<file path="config.mk">
export PLATFORM = sky130hd
export DESIGN_NAME = pdt_timer
export DESIGN_NICKNAME = d
export VERILOG_FILES = /design/src/logic/pdt_pkg.sv /design/src/logic/pdt_timer.sv
export SDC_FILE = /design/constraint.sdc
export NUM_CORES = 1
export LEC_CHECK = 0
export BUFFER_PORTS_ARGS = -buffer_cell sky130_fd_sc_hd__buf_4
export CORE_MARGIN = 3
export CORE_UTILIZATION = 45
export DETAILED_ROUTE_END_ITERATION = 10
export GPL_TIMING_DRIVEN = 0
export HOLD_SLACK_MARGIN = 0.05
export PLACE_DENSITY = 0.76
export SYNTH_ARGS = -nofsm -noshare
export SYNTH_HDL_FRONTEND = slang
export SYNTH_SLANG_ARGS = --single-unit
</file>
<file path="constraint.sdc">
create_clock -name i_ref_clk -period 2.1 [get_ports i_ref_clk]
set_input_delay 0.42 -clock i_ref_clk [delete_from_list [all_inputs] [get_ports i_ref_clk]]
set_output_delay 0.42 -clock i_ref_clk [all_outputs]
set_load 0.01 [all_outputs]
</file>
<file path="src/logic/pdt_pkg.sv">
// constants and state type of the prescaled 8-bit down timer
// Function
// prescaler source is internal clock divided by 12 or the external timer pin
// 7-bit prescaler decrements on rising input edges, readable in prescale_state_reg
// prescaler reaching zero reloads 7Fh and keeps counting
// 8-bit counter decrements once per counter clock from the selected tap
// counter readable and writable at any time while counting continues
// counter at zero reloads 0FFh on the following decrement
// counter clock taken from one of eight taps, division 2 to the n
// init bit clear freezes counter, holds prescaler 7Fh; set lets both run
// reset sets counter to 0FFh and prescaler to 7Fh
// with init bit set software may write 0 to 7Fh into prescaler
// counter decrementing to zero sets underflow flag; enabled flag requests interrupt
// timer interrupt request can wake processor from wait and stop
// writing 00h to counter or one to control bit 7 sets flag
// software clears the underflow flag; hardware never clears it
// counter write coinciding with decrement to zero wins, flag not set
// direction and data-output bits select event, gated, output low, output high
// gated mode counts internal clock divided by 12 only while pin high
// event mode counts rising edges of the timer pin
// output mode runs from divided clock; flag rise latches data-output onto pin
// pin becomes push-pull output as soon as direction bit is set
// timer runs normally in wait mode and its interrupt ends waiting
// in stop mode timer holds except event mode keeps counting
// divider codes 000 to 111 give factors 1 to 128
// control register bits: flag, enable, direction, data, init, three divider bits
// prescaler register bit 7 reads zero, low seven bits hold count
// timer pin synchronised to core clock before edge detection or gating
package pdt_pkg;

	// register indices; byte address is four times the index
	localparam logic [11:0] PDT_IDX_PRESCALE = 12'h0D2;
	localparam logic [11:0] PDT_IDX_COUNT    = 12'h0D3;
	localparam logic [11:0] PDT_IDX_CTRL     = 12'h0D4;
	localparam logic [11:0] PDT_ADDR_PRESCALE = {PDT_IDX_PRESCALE[9:0], 2'b00};
	localparam logic [11:0] PDT_ADDR_COUNT    = {PDT_IDX_COUNT[9:0], 2'b00};
	localparam logic [11:0] PDT_ADDR_CTRL     = {PDT_IDX_CTRL[9:0], 2'b00};

	// control/status field positions
	localparam int PDT_BIT_FLAG   = 7;
	localparam int PDT_BIT_IRQ_EN = 6;
	localparam int PDT_BIT_DIR    = 5;
	localparam int PDT_BIT_DOUT   = 4;
	localparam int PDT_BIT_INIT   = 3;

	// reset and reload values
	localparam logic [6:0] PDT_PRESCALE_RELOAD = 7'h7F;
	localparam logic [7:0] PDT_COUNT_RELOAD    = 8'hFF;
	localparam logic [7:0] PDT_CTRL_RESET      = 8'h00;

	// internal clock division ahead of the prescaler
	localparam logic [3:0] PDT_INT_DIV_LAST = 4'hB;

	// mode codes {pin_direction_sel, data_output}
	localparam logic [1:0] PDT_MODE_EVENT = 2'b00;
	localparam logic [1:0] PDT_MODE_GATED = 2'b01;

	typedef struct packed {
		logic        pin_sync1;
		logic        pin_sync2;
		logic        pin_sync3;
		logic        pin_level;
		logic [3:0]  int_div;
		logic [6:0]  prescale;
		logic [7:0]  count;
		logic        underflow_flag;
		logic        timer_irq_enable;
		logic        pin_direction_sel;
		logic        data_output;
		logic        prescaler_init_run;
		logic [2:0]  divider_select;
		logic        out_latch;
		logic [31:0] prdata;
	} pdt_state_type;

endpackage

</file>
<file path="src/logic/pdt_timer.sv">
// prescaled 8-bit down timer with APB register access and one timer pin
`timescale 1ns/10ps
module pdt_timer
	import pdt_pkg::*;
(
	input  wire logic        i_ref_clk,
	input  wire logic        i_sys_rst,
	input  wire logic        i_clk_en,
	input  wire logic        i_stop_mode,
	input  wire logic        i_psel,
	input  wire logic        i_penable,
	input  wire logic        i_pwrite,
	input  wire logic [11:0] i_paddr,
	input  wire logic [31:0] i_pwdata,
	input  wire logic [3:0]  i_pstrb,
	output logic             o_pready,
	output logic [31:0]      o_prdata,
	output logic             o_pslverr,
	input  wire logic        i_timer_pin,
	output logic             o_timer_pin,
	output logic             o_timer_pin_oe,
	output logic             o_timer_irq,
	output logic             o_wake_req
);

	pdt_state_type state_reg;
	pdt_state_type state_next;

	logic       setup_phase;
	logic       access_phase;
	logic       addr_hit;
	logic       wr_ok;
	logic       tcr_wr;
	logic       prescale_state_reg_wr;
	logic       timer_ctrl_status_reg_wr;
	logic [1:0] mode;
	logic       int_tick;
	logic       pin_rise;
	logic       frozen;
	logic       pre_tick;
	logic       cnt_tick;
	logic [6:0] tap_mask;
	logic       hw_set;
	logic       sw_set;
	logic       sw_clr;
	logic [7:0] ctrl_read;

	// bus decode
	always_comb begin
		setup_phase  = i_psel && !i_penable;
		access_phase = i_psel && i_penable;
		addr_hit     = (i_paddr == PDT_ADDR_PRESCALE) || (i_paddr == PDT_ADDR_COUNT)
			|| (i_paddr == PDT_ADDR_CTRL);
		wr_ok        = access_phase && i_pwrite && i_pstrb[0];
		tcr_wr       = wr_ok && (i_paddr == PDT_ADDR_COUNT);
		prescale_state_reg_wr      = wr_ok && (i_paddr == PDT_ADDR_PRESCALE);
		timer_ctrl_status_reg_wr      = wr_ok && (i_paddr == PDT_ADDR_CTRL);
	end

	assign o_pready  = 1'b1;
	assign o_pslverr = access_phase && !addr_hit;
	assign o_prdata  = state_reg.prdata;

	// clock source selection and taps
	always_comb begin
		mode     = {state_reg.pin_direction_sel, state_reg.data_output};
		// internal clock stops in stop mode unless counting pin events
		frozen   = i_stop_mode && (mode != PDT_MODE_EVENT);
		int_tick = (state_reg.int_div == PDT_INT_DIV_LAST) && !frozen;
		pin_rise = state_reg.pin_level == 1'b0 && state_reg.pin_sync2 == state_reg.pin_sync3
			&& state_reg.pin_sync3 == 1'b1;
		pre_tick = 1'b0;
		unique case (mode)
			PDT_MODE_EVENT: pre_tick = pin_rise;
			PDT_MODE_GATED: pre_tick = int_tick && state_reg.pin_level;
			default:        pre_tick = int_tick;
		endcase
		pre_tick = pre_tick && state_reg.prescaler_init_run && !frozen;
		tap_mask = (7'h01 << state_reg.divider_select) - 7'h01;
		cnt_tick = pre_tick && ((state_reg.prescale & tap_mask) == 7'h00);
	end

	// underflow flag causes; a set beats a clear in the same cycle
	always_comb begin
		hw_set = cnt_tick && (state_reg.count == 8'h01) && !tcr_wr;
		sw_set = (tcr_wr && (i_pwdata[7:0] == 8'h00))
			|| (timer_ctrl_status_reg_wr && i_pwdata[PDT_BIT_FLAG]);
		sw_clr = timer_ctrl_status_reg_wr && !i_pwdata[PDT_BIT_FLAG];
	end

	always_comb begin
		ctrl_read = {state_reg.underflow_flag, state_reg.timer_irq_enable,
			state_reg.pin_direction_sel, state_reg.data_output,
			state_reg.prescaler_init_run, state_reg.divider_select};
	end

	always_comb begin
		state_next = state_reg;

		// three-stage pin synchroniser, level accepted when stages two and three agree
		state_next.pin_sync1 = i_timer_pin;
		state_next.pin_sync2 = state_reg.pin_sync1;
		state_next.pin_sync3 = state_reg.pin_sync2;
		if (state_reg.pin_sync2 == state_reg.pin_sync3) begin
			state_next.pin_level = state_reg.pin_sync3;
		end

		// divide-by-12 of the internal clock
		if (!frozen) begin
			if (state_reg.int_div == PDT_INT_DIV_LAST) begin
				state_next.int_div = 4'h0;
			end else begin
				state_next.int_div = state_reg.int_div + 4'h1;
			end
		end

		// prescaler
		if (!state_reg.prescaler_init_run) begin
			state_next.prescale = PDT_PRESCALE_RELOAD;
		end else if (prescale_state_reg_wr) begin
			state_next.prescale = i_pwdata[6:0];
		end else if (pre_tick) begin
			if (state_reg.prescale == 7'h00) begin
				state_next.prescale = PDT_PRESCALE_RELOAD;
			end else begin
				state_next.prescale = state_reg.prescale - 7'h01;
			end
		end

		// counter; a software write wins over the decrement
		if (tcr_wr) begin
			state_next.count = i_pwdata[7:0];
		end else if (cnt_tick) begin
			if (state_reg.count == 8'h00) begin
				state_next.count = PDT_COUNT_RELOAD;
			end else begin
				state_next.count = state_reg.count - 8'h01;
			end
		end

		// control bits
		if (timer_ctrl_status_reg_wr) begin
			state_next.timer_irq_enable   = i_pwdata[PDT_BIT_IRQ_EN];
			state_next.pin_direction_sel  = i_pwdata[PDT_BIT_DIR];
			state_next.data_output        = i_pwdata[PDT_BIT_DOUT];
			state_next.prescaler_init_run = i_pwdata[PDT_BIT_INIT];
			state_next.divider_select     = i_pwdata[2:0];
		end

		if (hw_set || sw_set) begin
			state_next.underflow_flag = 1'b1;
		end else if (sw_clr) begin
			state_next.underflow_flag = 1'b0;
		end

		// rising flag latches data output for the pin
		if (!state_reg.underflow_flag && state_next.underflow_flag) begin
			state_next.out_latch = state_reg.data_output;
		end

		// read data captured in the setup phase
		if (setup_phase && !i_pwrite) begin
			state_next.prdata = 32'h0000_0000;
			if (i_paddr == PDT_ADDR_PRESCALE) begin
				state_next.prdata[7:0] = {1'b0, state_reg.prescale};
			end else if (i_paddr == PDT_ADDR_COUNT) begin
				state_next.prdata[7:0] = state_reg.count;
			end else if (i_paddr == PDT_ADDR_CTRL) begin
				state_next.prdata[7:0] = ctrl_read;
			end
		end
	end

	always_ff @(posedge i_ref_clk) begin
		if (i_sys_rst) begin
			state_reg.pin_sync1          <= 1'b0;
			state_reg.pin_sync2          <= 1'b0;
			state_reg.pin_sync3          <= 1'b0;
			state_reg.pin_level          <= 1'b0;
			state_reg.int_div            <= 4'h0;
			state_reg.prescale           <= PDT_PRESCALE_RELOAD;
			state_reg.count              <= PDT_COUNT_RELOAD;
			state_reg.underflow_flag     <= PDT_CTRL_RESET[PDT_BIT_FLAG];
			state_reg.timer_irq_enable   <= PDT_CTRL_RESET[PDT_BIT_IRQ_EN];
			state_reg.pin_direction_sel  <= PDT_CTRL_RESET[PDT_BIT_DIR];
			state_reg.data_output        <= PDT_CTRL_RESET[PDT_BIT_DOUT];
			state_reg.prescaler_init_run <= PDT_CTRL_RESET[PDT_BIT_INIT];
			state_reg.divider_select     <= PDT_CTRL_RESET[2:0];
			state_reg.out_latch          <= 1'b0;
			state_reg.prdata             <= 32'h0000_0000;
		end else if (i_clk_en) begin
			state_reg <= state_next;
		end
	end

	// pin drive and interrupt request
	assign o_timer_pin_oe = state_reg.pin_direction_sel;
	assign o_timer_pin    = state_reg.out_latch;
	assign o_timer_irq    = state_reg.underflow_flag && state_reg.timer_irq_enable;
	assign o_wake_req     = o_timer_irq;
endmodule

</file>
==> qor.txt <==
Startpoint Class: flip-flop
CTS buffer count: 5
CTS root buf: clkbuf_8
worst clock skew: 0.01206 ns
CTS Buffer Depth: 2
die width: 83.37 µm
Slew headroom: 56.21%
Met1 Wirelength: 3018 µm
maximum vdd drop: 0.3379 mV
Finish-stage setup viols: 7
status: finished, violations left
most frequent cells in the layout: buf_4 (80), nor2_1 (45), dfxtp_1 (38), conb_1 (25), nand2_1 (20)
Max Cap Violations: 0
most common cell after layout, fill and taps aside: buf_4
# rows: 27
min-delay worst type: in -> reg
register bit count reported by yosys: 40
CP Data Required Time: 2.35 ns
Syn Area/Cell: 8.090 µm²
initial antenna violation count: 0
routed length on met2: 3606 µm
# hold bufs at CTS: 0
Mapped Area: 2694 µm²
Leak Pwr: 1.506 nW
clock-pin slew on the worst setup and hold paths: 0.09 ns
DR vias/cell: 5.493
gpl congestion: 0.9059
Iter 0 DRT Violations: 212
FF-to-FF path depth: 7
Fin Hold WS: 0.3586 ns
violated checks: setup timing
Synth Instances: 333
Synth warnings: 0
EDFF count, synth: 0
Setup crit end kind: flip-flop
reg-to-reg setup timing slack: -0.08 ns
io pins: 94
H-tree lvl count: 2
vias: 2664
drt total wl: 7498 µm
Max Fclk: 0.4582 GHz
Yosys cell types: 61
fin. max-slew vios: 0
DR top layer: met4
core area: 5642 µm²
Critical Path AT: 2.43 ns
RSZ-0062 raised after global routing: yes
Layout area overhead: 29.35%
vias in the first global route: 2588
setup_tns: -0.3562 ns
die area: 6951 µm²
PortBufs: 41
max reg flops: 21
Worst R2R End: o_timer_pin$_SDFFE_PP0P_
final worst slack: -0.08230 ns
post-DP HPWL: 5398 µm
worst setup path category: reg -> reg
layout cells sized above 1: 31.72%
worst r2r src: state_reg[57]$_SDFFE_PP0P_
total power: 0.001674 W
routed length per placed instance: 15.46 µm
Pre-antenna DRT Iters: 4
end of the critical path: o_timer_pin$_SDFFE_PP0P_
crit share post-route: 103.9%
Post-DRT Antenna Nets: 0
measured slew at the worst slew-check pin: 0.6513 ns
fin crit period: 2.182 ns
Routed met3 length: 681 µm
Tot GR Track Use: 21.41%
launch point of the worst path: state_reg[57]$_SDFFE_PP0P_
final hold vios: 0
Starting Density: 47.75%
drt drc: 0
Async SR Flop Fraction: 0%
Final nets: 473
critical path peak fanout: 2
ys flop type: dfxtp_1
gr ovfl total: 0
clk_lat worst skew: 0.31 ns
first-pass GRT wire length: 12200 µm
Die Height: 83.37 µm
antenna cells: 0
CTS tree: built
Seq/Total Area, Yosys: 29.73%
largest net degree at the start of global routing: 15
pwr dens: 480.3 nW/µm²
clk sinks: 40
## cells by family after synthesis
kind of cell	Yosys count	share of synthesized area, %
AND/OR/NAND/NOR	124	24.25
AO/OA/AOI/OAI	77	20.02
buffers and inverters	58	13.33
flip-flops	40	29.73
multiplexers	22	8.453
adder cells (fa/ha/maj)	5	2.322
XOR/XNOR	5	1.626
other	2	0.2788
## worst min path at each step
stage                                    start                     endpoint  slack [ns]  cells after the start
finish                             i_timer_pin  state_next[62]$_SDFFE_PP0P_        0.36                      3
global route                       i_timer_pin  state_next[62]$_SDFFE_PP0P_        0.37                      3
CTS                                i_timer_pin  state_next[62]$_SDFFE_PP0P_        0.35                      3
detailed placement  state_reg[57]$_SDFFE_PP0P_   state_reg[57]$_SDFFE_PP0P_        0.47                      2
global placement    state_reg[61]$_SDFFE_PP0P_   state_reg[60]$_SDFFE_PP0P_        0.46                      2
floorplan           state_reg[61]$_SDFFE_PP0P_   state_reg[60]$_SDFFE_PP0P_        0.45                      2
## critical path, cell delays in order, from the launching register on
cell and delay (ns):
dfxtp_2 0.37, ha_4 0.14, nand3b_1 0.10, or4_4 0.53, a211oi_4 0.32, a211oi_2 0.16, or3b_1 0.38, a21oi_2 0.12
## what timing repair did
action	CTS	global route
resized for setup	22	12
buffers inserted	6	1
cloned	1	0
pin swaps	12	5
hold endpoints to repair	0	0
endpoints found under the setup margin	13	27
## report_power, final
| group | switching [W] | internal, W |
|---|---|---|
| Combinational | 0.000118 | 0.000117 |
| Clock | 0.000298 | 0.000358 |
| Sequential | 0.0000122 | 0.000771 |
| Total | 0.000428 | 0.00125 |
## final cells by class
cell class                 instances  area (µm²)
tap                               72       90.09
inverter                          11       43.79
sequential                        40       803.3
clock buffer                       5       68.82
fill                             500        2157
timing repair buffer              49       387.9
buffer                            47       321.6
clock inverter                     3       47.55
multi-input combinational        258        1722
## cell usage after synthesis (3+ instances only)
cell / instances / share of area (%)
nor2_1: 46 / 6.4
dfxtp_1: 40 / 30
buf_4: 34 / 9.5
nand2_1: 22 / 3.1
o21ai_0: 17 / 3.2
mux2i_1: 16 / 5.9
a211oi_1: 11 / 3.1
a21oi_1: 11 / 2.0
inv_1: 10 / 1.4
nor3_1: 10 / 1.9
nand3_1: 9 / 1.7
a22oi_1: 8 / 2.2
clkbuf_1: 8 / 1.1
mux2_2: 6 / 2.5
o211ai_1: 6 / 1.7
ha_1: 5 / 2.3
or3_1: 5 / 1.2
a211o_1: 4 / 1.3
nor4_1: 4 / 0.93
and2_1: 3 / 0.70
and3_1: 3 / 0.70
buf_2: 3 / 0.56
nand2b_1: 3 / 0.70
o311ai_0: 3 / 0.98
xnor2_1: 3 / 0.98
## metal layers
layer | up-vias | GRT usage (%)
li1 | 1300 | -
met1 | 1226 | 25.29
met2 | 122 | 37.24
met3 | 16 | 5.357
met4 | 0 | 7.875
met5 | - | 0
## through the flow
step / utilization, % / cells / instance area [µm²] / worst slack [ns]
floorplan: - / 356 / 2780 / 0.03562
global placement: 56.33 / 469 / 3178 / -0.3700
detailed placement: 56.33 / 469 / 3178 / -0.3714
CTS: 60.59 / 484 / 3418 / -0.1010
global route: 61.77 / 485 / 3485 / -0.1521
finish: 61.77 / 485 / 3485 / -0.08230
Note: power is estimated with default switching activity, not from simulation.
